<file path="config.mk">
export PLATFORM = sky130hd
export DESIGN_NAME = hmi_regs
export DESIGN_NICKNAME = d
export VERILOG_FILES = /design/src/rtl/hmi_pkg.sv /design/src/rtl/hmi_regs.sv
export VERILOG_INCLUDE_DIRS = /design/src /design/src/rtl
export SDC_FILE = /design/constraint.sdc
export NUM_CORES = 1
export LEC_CHECK = 0
export BUFFER_PORTS_ARGS = -buffer_cell sky130_fd_sc_hd__buf_2
export CORE_ASPECT_RATIO = 1.5
export CORE_UTILIZATION = 40
export DETAILED_ROUTE_END_ITERATION = 12
export SLEW_MARGIN = 15
export SYNTH_ARGS = -nofsm -noshare
export SYNTH_HDL_FRONTEND = slang
export SYNTH_SLANG_ARGS = --single-unit
</file>
<file path="constraint.sdc">
create_clock -name sys_clk -period 7.37 [get_ports sys_clk]
set_input_delay 1.8425 -clock sys_clk [delete_from_list [all_inputs] [get_ports sys_clk]]
set_output_delay 1.8425 -clock sys_clk [all_outputs]
set_load 0.01 [all_outputs]
</file>
<file path="src/rtl/hmi_cfg.svh">
`ifndef HMI_CFG_SVH
`define HMI_CFG_SVH
// ****************
// Register offsets
// ****************
`define HMI_OFS_ADC 8'h08
`define HMI_OFS_EM 8'h09
`define HMI_OFS_IEN 8'h0a
`define HMI_OFS_CTRL 8'h0b
`define HMI_OFS_FLG 8'h0c
`define HMI_OFS_STAT 8'h0d
`define HMI_OFS_RES0 8'h0e
`define HMI_OFS_RES1 8'h0f
`define HMI_OFS_RES2 8'h10
`define HMI_OFS_TEMP 8'h11
`define HMI_OFS_BATT 8'h12
`define HMI_OFS_SRC 8'h13
// ****************
// Field positions
// ****************
`define HMI_EM_EN 0
`define HMI_EM_MODE 1
`define HMI_EM_WIN 2
`define HMI_CTRL_LOAD 0
`define HMI_CTRL_BUSY 2
`define HMI_ST_OVDIS 1
`define HMI_ST_OVCH 2
`define HMI_ST_SRCLOW 3
`define HMI_ST_TEMP 4
`define HMI_ST_CHARGE 6
`define HMI_IRQ_RDY 0
`define HMI_IRQ_OVDIS 1
`define HMI_IRQ_OVCH 2
`define HMI_IRQ_SRCLOW 3
`define HMI_IRQ_TEMP 4
`define HMI_IRQ_DONE 5
// ****************
// Reset values
// ****************
`define HMI_RST_EM 4'h0
`define HMI_RST_IEN 6'h01
`define HMI_RST_ADC 3'h0
// ****************
// Timing
// ****************
`define HMI_CLK_HZ 125000000
`define HMI_MS_CYC (`HMI_CLK_HZ / 1000)
`define HMI_WIN00_MS 128
`define HMI_WIN01_MS 64
`define HMI_WIN10_MS 32
`define HMI_ADC000_MS 1024
`define HMI_ADC100_MS 64
`define HMI_COPY_CYC 4
`endif

</file>
<file path="src/rtl/hmi_pkg.sv">
package hmi_pkg;
	typedef struct packed {
		logic wr;
		logic rd;
		logic [7:0] addr;
		logic [7:0] wdata;
	} hmi_req_s;
	typedef struct packed {
		logic charge_en;
		logic temp_out;
		logic src_low;
		logic ovch;
		logic ovdis;
	} hmi_stat_s;
	typedef enum logic [1:0] {
		CP_IDLE = 2'b00,
		CP_BUSY = 2'b01
	} hmi_copy_e;
endpackage

</file>
<file path="src/rtl/hmi_regs.sv">
// What this block does
// - Energy integrates over a window: code 00 128 ms, 01 64 ms, 10 32 ms.
// - A window over half the peak power period becomes the largest compliant window, or 32 ms if none fits.
// - Mode bit 0 counts boost converter pulses per window.
// - Mode bit 1 scales each window count by an efficiency factor.
// - Energy monitor runs only while its enable bit is 1; resets to 0.
// - Interrupt enable holds one bit per source, bit 5 down to bit 0.
// - Events: new monitor data, temperature, source low, overcharge, overdischarge crossings, serial ready rising.
// - A flag sets on its event only if its enable is already set.
// - Enabled interrupt events reach the host on a dedicated pin.
// - Load bit 0 uses pin configuration; writing 1 loads serial registers.
// - Copy busy flag stays 1 while the copy runs, then returns to 0.
// - Status bit 6 shows battery charging enabled.
// - Status bit 4 shows temperature outside the cold to hot range.
// - Status bit 3 is 0 while source is above sleep threshold, else 1.
// - Status bit 2 shows battery above the overcharge level.
// - Status bit 1 shows battery below the overdischarge level.
// - Counter mode gives a 24-bit count over three registers, low byte first.
// - Energy mode gives a 20-bit mantissa with a 4-bit shift in the top nibble.
// - Temperature register holds the 8-bit thermistor divider sample.
// - Battery register holds the 8-bit battery voltage sample.
// - Source register holds the six-bit regulation level code.
// - Battery sampling interval: 000 1.024 s down to 100 64 ms.
`timescale 1ns/1ns
`include "hmi_cfg.svh"
module hmi_regs
	import hmi_pkg::*;
#(
	parameter int MS_CYC = `HMI_MS_CYC,
	parameter int COPY_CYC = `HMI_COPY_CYC,
	parameter logic [7:0] EFF_FACTOR = 8'h01
) (
	input wire logic sys_clk,
	input wire logic rst_n,
	input wire hmi_req_s req,
	output logic [7:0] rdata,
	output logic rvalid,
	input wire logic boost_pulse,
	input wire hmi_stat_s stat,
	input wire logic serial_rdy,
	input wire logic [15:0] peak_power_tracking_period_ms,
	input wire logic [3:0] pin_em_cfg,
	input wire logic [2:0] pin_adc_rate,
	input wire logic [7:0] temp_code,
	input wire logic [7:0] batt_code,
	input wire logic [5:0] src_code,
	output logic irq,
	output logic cfg_serial,
	output logic copy_busy,
	output logic batt_sample
);
	// ****************
	// Result packing
	// ****************
	function automatic logic [23:0] hmi_pack(input logic [31:0] p);
		logic [31:0] m;
		logic [3:0] sh;
		m = p;
		sh = 4'h0;
		for (int i = 0; i < 12; i++) begin
			if (m[31:20] != 12'h000) begin
				m = m >> 1;
				sh = sh + 4'h1;
			end
		end
		return {sh, m[19:0]};
	endfunction

	// ****************
	// Register access
	// ****************
	logic [3:0] em_r;
	logic [5:0] ien_r;
	logic [2:0] adc_r;
	logic [3:0] em_act_r;
	logic [2:0] adc_act_r;
	logic load_r;
	logic [5:0] flg_r;
	logic [5:0] flg_nxt;
	logic [23:0] res_r;
	logic [7:0] rdata_r;
	logic rvalid_r;
	hmi_copy_e cp_r;
	logic [7:0] cp_cnt_r;
	wire wr_em = req.wr && (req.addr == `HMI_OFS_EM);
	wire wr_ien = req.wr && (req.addr == `HMI_OFS_IEN);
	wire wr_adc = req.wr && (req.addr == `HMI_OFS_ADC);
	wire wr_ctrl = req.wr && (req.addr == `HMI_OFS_CTRL);
	wire rd_flg = req.rd && (req.addr == `HMI_OFS_FLG);
	wire [7:0] stat_v = {1'b0, stat.charge_en, 1'b0, stat.temp_out,
		stat.src_low, stat.ovch, stat.ovdis, 1'b0};
	logic [7:0] rd_mux;
	always_comb begin
		if (req.addr == `HMI_OFS_ADC) rd_mux = {5'h00, adc_r};
		else if (req.addr == `HMI_OFS_EM) rd_mux = {4'h0, em_r};
		else if (req.addr == `HMI_OFS_IEN) rd_mux = {2'h0, ien_r};
		else if (req.addr == `HMI_OFS_CTRL) rd_mux = {5'h00, cp_r == CP_BUSY, 1'b0, load_r};
		else if (req.addr == `HMI_OFS_FLG) rd_mux = {2'h0, flg_r};
		else if (req.addr == `HMI_OFS_STAT) rd_mux = stat_v;
		else if (req.addr == `HMI_OFS_RES0) rd_mux = res_r[7:0];
		else if (req.addr == `HMI_OFS_RES1) rd_mux = res_r[15:8];
		else if (req.addr == `HMI_OFS_RES2) rd_mux = res_r[23:16];
		else if (req.addr == `HMI_OFS_TEMP) rd_mux = temp_code;
		else if (req.addr == `HMI_OFS_BATT) rd_mux = batt_code;
		else if (req.addr == `HMI_OFS_SRC) rd_mux = {2'h0, src_code};
		else rd_mux = 8'h00;
	end
	always_ff @(posedge sys_clk) begin
		if (!rst_n) begin
			em_r <= `HMI_RST_EM;
			ien_r <= `HMI_RST_IEN;
			adc_r <= `HMI_RST_ADC;
			rdata_r <= 8'h00;
			rvalid_r <= 1'b0;
		end else begin
			if (wr_em) em_r <= req.wdata[3:0];
			if (wr_ien) ien_r <= req.wdata[5:0];
			if (wr_adc) adc_r <= req.wdata[2:0];
			rvalid_r <= req.rd;
			if (req.rd) rdata_r <= rd_mux;
		end
	end
	assign rdata = rdata_r;
	assign rvalid = rvalid_r;

	// ****************
	// Configuration load
	// ****************
	wire [3:0] em_use = load_r ? em_act_r : pin_em_cfg;
	wire [2:0] adc_use = load_r ? adc_act_r : pin_adc_rate;
	always_ff @(posedge sys_clk) begin
		if (!rst_n) begin
			load_r <= 1'b0;
			cp_r <= CP_IDLE;
			cp_cnt_r <= 8'h00;
			em_act_r <= `HMI_RST_EM;
			adc_act_r <= `HMI_RST_ADC;
		end else begin
			if (wr_ctrl) load_r <= req.wdata[`HMI_CTRL_LOAD];
			case (cp_r)
				CP_IDLE: begin
					if (wr_ctrl && req.wdata[`HMI_CTRL_LOAD]) begin
						cp_r <= CP_BUSY;
						cp_cnt_r <= 8'(COPY_CYC - 1);
					end
				end
				CP_BUSY: begin
					if (cp_cnt_r == 8'h00) begin
						em_act_r <= em_r;
						adc_act_r <= adc_r;
						cp_r <= CP_IDLE;
					end else begin
						cp_cnt_r <= cp_cnt_r - 8'h01;
					end
				end
				default: cp_r <= CP_IDLE;
			endcase
		end
	end
	assign cfg_serial = load_r;
	assign copy_busy = (cp_r == CP_BUSY);

	// ****************
	// Millisecond tick
	// ****************
	logic [31:0] ms_cnt_r;
	logic ms_tick_r;
	always_ff @(posedge sys_clk) begin
		if (!rst_n) begin
			ms_cnt_r <= 32'h0;
			ms_tick_r <= 1'b0;
		end else begin
			ms_tick_r <= (ms_cnt_r == 32'(MS_CYC - 1));
			ms_cnt_r <= (ms_cnt_r == 32'(MS_CYC - 1)) ? 32'h0 : ms_cnt_r + 32'h1;
		end
	end

	// ****************
	// Energy monitor
	// ****************
	wire [1:0] win_code = em_use[`HMI_EM_WIN +: 2];
	wire [7:0] win_sel = (win_code == 2'b01) ? 8'(`HMI_WIN01_MS) :
		(win_code == 2'b10) ? 8'(`HMI_WIN10_MS) : 8'(`HMI_WIN00_MS);
	wire [7:0] win_fit = ({8'h00, win_sel, 1'b0} <= {1'b0, peak_power_tracking_period_ms}) ? win_sel :
		(17'(2 * `HMI_WIN00_MS) <= {1'b0, peak_power_tracking_period_ms}) ? 8'(`HMI_WIN00_MS) :
		(17'(2 * `HMI_WIN01_MS) <= {1'b0, peak_power_tracking_period_ms}) ? 8'(`HMI_WIN01_MS) :
		8'(`HMI_WIN10_MS);
	wire em_on = em_use[`HMI_EM_EN];
	logic [7:0] win_cnt_r;
	logic [23:0] pls_cnt_r;
	logic done_r;
	wire win_end = em_on && ms_tick_r && (win_cnt_r >= win_fit - 8'h01);
	wire [23:0] pls_now = pls_cnt_r + {23'h0, boost_pulse};
	always_ff @(posedge sys_clk) begin
		if (!rst_n) begin
			win_cnt_r <= 8'h00;
			pls_cnt_r <= 24'h0;
			res_r <= 24'h0;
			done_r <= 1'b0;
		end else begin
			done_r <= win_end;
			if (!em_on) begin
				win_cnt_r <= 8'h00;
				pls_cnt_r <= 24'h0;
			end else if (win_end) begin
				win_cnt_r <= 8'h00;
				pls_cnt_r <= 24'h0;
				if (em_use[`HMI_EM_MODE]) res_r <= hmi_pack(pls_now * 32'(EFF_FACTOR));
				else res_r <= pls_now;
			end else begin
				pls_cnt_r <= pls_now;
				if (ms_tick_r) win_cnt_r <= win_cnt_r + 8'h01;
			end
		end
	end

	// ****************
	// Battery sampling
	// ****************
	wire [10:0] adc_ms = (adc_use > 3'd4) ? 11'(`HMI_ADC100_MS) :
		11'(`HMI_ADC000_MS) >> adc_use;
	logic [10:0] adc_cnt_r;
	logic smp_r;
	always_ff @(posedge sys_clk) begin
		if (!rst_n) begin
			adc_cnt_r <= 11'h000;
			smp_r <= 1'b0;
		end else begin
			smp_r <= 1'b0;
			if (ms_tick_r) begin
				if (adc_cnt_r >= adc_ms - 11'h001) begin
					adc_cnt_r <= 11'h000;
					smp_r <= 1'b1;
				end else begin
					adc_cnt_r <= adc_cnt_r + 11'h001;
				end
			end
		end
	end
	assign batt_sample = smp_r;

	// ****************
	// Interrupt flags
	// ****************
	logic [4:0] st_q_r;
	logic rdy_q_r;
	logic irq_r;
	wire [4:0] st_now = {stat.ovdis, stat.ovch, stat.src_low, stat.temp_out, 1'b0};
	wire [4:0] st_chg = st_now ^ st_q_r;
	wire [5:0] evt = {done_r, st_chg[1], st_chg[2], st_chg[3], st_chg[4],
		serial_rdy & ~rdy_q_r};
	assign flg_nxt = (flg_r & ~{6{rd_flg}}) | (evt & ien_r);
	always_ff @(posedge sys_clk) begin
		if (!rst_n) begin
			st_q_r <= st_now;
			rdy_q_r <= 1'b0;
			flg_r <= 6'h00;
			irq_r <= 1'b0;
		end else begin
			st_q_r <= st_now;
			rdy_q_r <= serial_rdy;
			flg_r <= flg_nxt;
			irq_r <= |(flg_r & ien_r);
		end
	end
	assign irq = irq_r;
endmodule

</file>
==> impl_metrics.tcl <==
set metrics [dict create \
    fp.dieArea_mm2 0.0221 \
    tns_ps 0 \
    wl_per_cell_um 16.4 \
    cts_made_buffers 17 \
    portBuffers 82 \
    p_leak_nw 3.79 \
    h-tree-depth 4 \
    synthAdderAreaFrac_pct 4.08 \
    rsz0062_at_grt "false" \
    clkTransAtPathRegs_ps 60 \
    drt_first_pass_iters 6 \
    place.gp.congestion 0.861 \
    synth_edf_count 0 \
    grt_pass1_vias 7532 \
    period_minus_slack_ps 5860 \
    synth_top_family_by_area "simple AND/OR/NAND/NOR gates" \
    initial_core_util_pct 40.8 \
    clockBufferDepth 2 \
    async_reset_ff_share_pct 0 \
    drt_first_iter_violations 496 \
    worst_slew_pin_slew_ps 862 \
    synth_area_per_cell_um2 8.14 \
    hpwl_um 16700 \
    ir_drop_mv 0.155 \
    synth_xor_area_share_pct 7.85 \
    yosys_warnings 0 \
    fin_crit_sh_pct 79.5 \
    rr_worst_depth 17 \
    antenna_found_initial 0 \
    cts-root-buf "clkbuf_16" \
    muxShareOfSynthArea_pct 5.52 \
    synth_compound_area_share_pct 19.5 \
    r2r_slack_ps 2140 \
    hold_viol 0 \
    syn_inst 1055 \
    row_count 65 \
    r2r-end "res_r[12]" \
    grt-ovfl-total 0 \
    ant_nets 0 \
    slew_violations 0 \
    arrival_ps 6230 \
    synth_area_mm2 0.00859 \
    instances_no_fill 1388 \
    status "finished, final reports clean" \
    setup_viol 0 \
    cts-resized-gates 0 \
    cts_setup_buffers 0 \
    dieWidth_um 122 \
    core-area_mm2 0.0211 \
    ys.flop_type "dfxtp_1" \
    grt_first_pass_wirelength_um 37600 \
    fmaxAchievable_mhz 171 \
    dp_cells 1356 \
    crit_path_max_fanout 6 \
    min_to "ms_cnt_r[0]" \
    ios 85 \
    required_ps 7740 \
    grtUsageTotal_pct 21.5 \
    antenna_cells 0 \
    cellPowerDensity_mw_per_mm2 189 \
    hold_buffers 0 \
    hp-class "flip-flop to flip-flop" \
    nNetsFinal 1207 \
    yosysSeqAreaShare_pct 35.6 \
    clock_latency_ps 430 \
    rr_startpoint "cfg_serial" \
    whs_path_depth 1 \
    path_class "input pin to flip-flop" \
    ys_ff_latch 153 \
    grt_max_degree 47 \
    area_delta_synth_final_pct 13.6 \
    drive_gt1_share_pct 13.1 \
    synthDistinctLibCells 73 \
    slew_headroom_pct 42.1 \
    routed_wl_um 22800 \
    cts.sinks 153 \
    cap_violations 0 \
    vias_per_cell 5.61 \
    die_h_um 182 \
    hp-start "ms_cnt_r[0]" \
    clock_skew_ps 9.60 \
    end_kind "flip-flop" \
    start_kind "input pin" \
    vias 7783 \
    yosys.area_share.simple_pct 22.8 \
    drc 0 \
    cts_tree "yes" \
]
## synthesized netlist by cell type (all sizes together), types with 4 or more instances
master / n / area (um2)
a211oi: 14 / 110
a211o: 5 / 43.8
a31oi: 18 / 113
dfxtp: 153 / 3060
o21ai: 72 / 364
and2: 7 / 46.3
and3: 11 / 68.8
nor2: 135 / 507
o21a: 6 / 45.0
xor2: 43 / 377
xnor2: 34 / 298
a22oi: 16 / 120
and4: 5 / 43.8
or3: 12 / 80.1
nand3: 47 / 235
nand4: 19 / 134
a221oi: 7 / 61.3
or4: 6 / 48.8
o211ai: 11 / 82.6
inv: 29 / 109
nor3: 33 / 181
nand2b: 5 / 31.3
ha: 28 / 350
buf: 22 / 131
mux2i: 35 / 350
o31ai: 9 / 67.6
nor4: 13 / 96.3
nand2: 86 / 325
nor2b: 14 / 87.6
o221ai: 7 / 61.3
mux4: 4 / 90.1
a21oi: 63 / 315
a32oi: 4 / 35.0
clkbuf: 40 / 150
## final cells by class
cell class                      instances  area (um2)
Clock buffer                           20         437
Clock inverter                         12         165
Fill cell                            2087       11300
Inverter                               29         109
Multi-Input combinational cell        813        5160
Sequential cell                       153        3060
Tap cell                              268         335
Timing Repair Buffer                   93         493
## power by group
part / leakage, nW / total [mW] / switching (mW) / internal (mW)
Sequential: 1.24 / 0.836 / 0.00331 / 0.833
Combinational: 2.28 / 0.101 / 0.0606 / 0.0406
Clock: 0.276 / 0.903 / 0.364 / 0.538
Total: 3.79 / 1.84 / 0.428 / 1.41
## registers in the layout, indices dropped and copies added (netlist names), 4 cells and up
signal     count
adc_cnt_r     11
cp_cnt_r       8
rdata          8
res_r         24
pls_cnt_r     24
ms_cnt_r      32
ien_r          6
st_q_r         4
win_cnt_r      8
em_r           4
em_act_r       4
flg_r          6
## cell families after synthesis
group / Yosys count
AND/OR/NAND/NOR: 403
buffers and inverters: 91
multiplexers: 42
flip-flops: 153
adder cells (fa/ha/maj): 28
AO/OA/AOI/OAI: 260
other: 1
XOR/XNOR: 77
## critical path, cell delays in order
cell,delay (ps)
buf_2,100
mux2i_1,180
inv_1,70
ha_1,290
ha_1,290
nand3_1,70
nor4b_1,50
nor3_1,460
mux2_2,420
inv_1,60
ha_1,220
ha_1,280
o21a_1,110
o21ai_0,180
or4_1,720
or3_1,420
a2111oi_2,340
a211o_1,130
## per-layer routing
metal  routed length (um)  track usage, %  part of all wire, %  vias to the layer above
met5                    0               0                    0                        -
met4                  869            9.83                  3.8                        0
met3                  959            3.93                  4.2                       63
met2                11600            38.5                   51                      248
met1                 9330            24.4                   41                     3555
li1                     -               -                    -                     3917
## placed cells by master, fill, tap and decap left out, types with 12 or more instances in the layout
cell,instances
dfxtp_1,153
nor2_1,135
nand2_1,85
buf_2,82
a21oi_1,63
o21ai_0,63
nand3_1,47
xor2_1,43
mux2i_1,35
xnor2_1,34
nor3_1,30
inv_1,29
ha_1,28
nand4_1,18
a31oi_1,18
clkbuf_16,17
a22oi_1,16
nor2b_1,14
a211oi_1,13
nor4_1,12
## worst max-delay path by stage
stage | slack [ps] | from | to | cells past startpoint
floorplan | 1680 | pin_em_cfg[3] | res_r[12] | 18
CTS | 1510 | pin_em_cfg[3] | res_r[12] | 19
finish | 1510 | pin_em_cfg[3] | res_r[12] | 18
global placement | 1160 | pin_em_cfg[3] | res_r[12] | 18
global route | 1130 | pin_em_cfg[3] | res_r[12] | 19
detailed placement | 1070 | pin_em_cfg[3] | res_r[12] | 18
## per-stage QoR
| step | power, mW | cell area (um2) | utilization (%) | hold slack [ps] | setup WS [ps] |
|---|---|---|---|---|---|
| finish | 1.84 | 9760 | 46.3 | 448 | 1510 |
| global route | 1.91 | 9760 | 46.3 | 456 | 1130 |
| CTS | 1.86 | 9760 | 46.3 | 454 | 1510 |
| detailed placement | 0.956 | 9160 | 43.5 | 445 | 1070 |
| global placement | 0.955 | 9160 | 43.5 | 429 | 1160 |
| floorplan | 0.916 | 8600 | - | 418 | 1680 |
No activity file was read; power rests on OpenSTA's default activity.
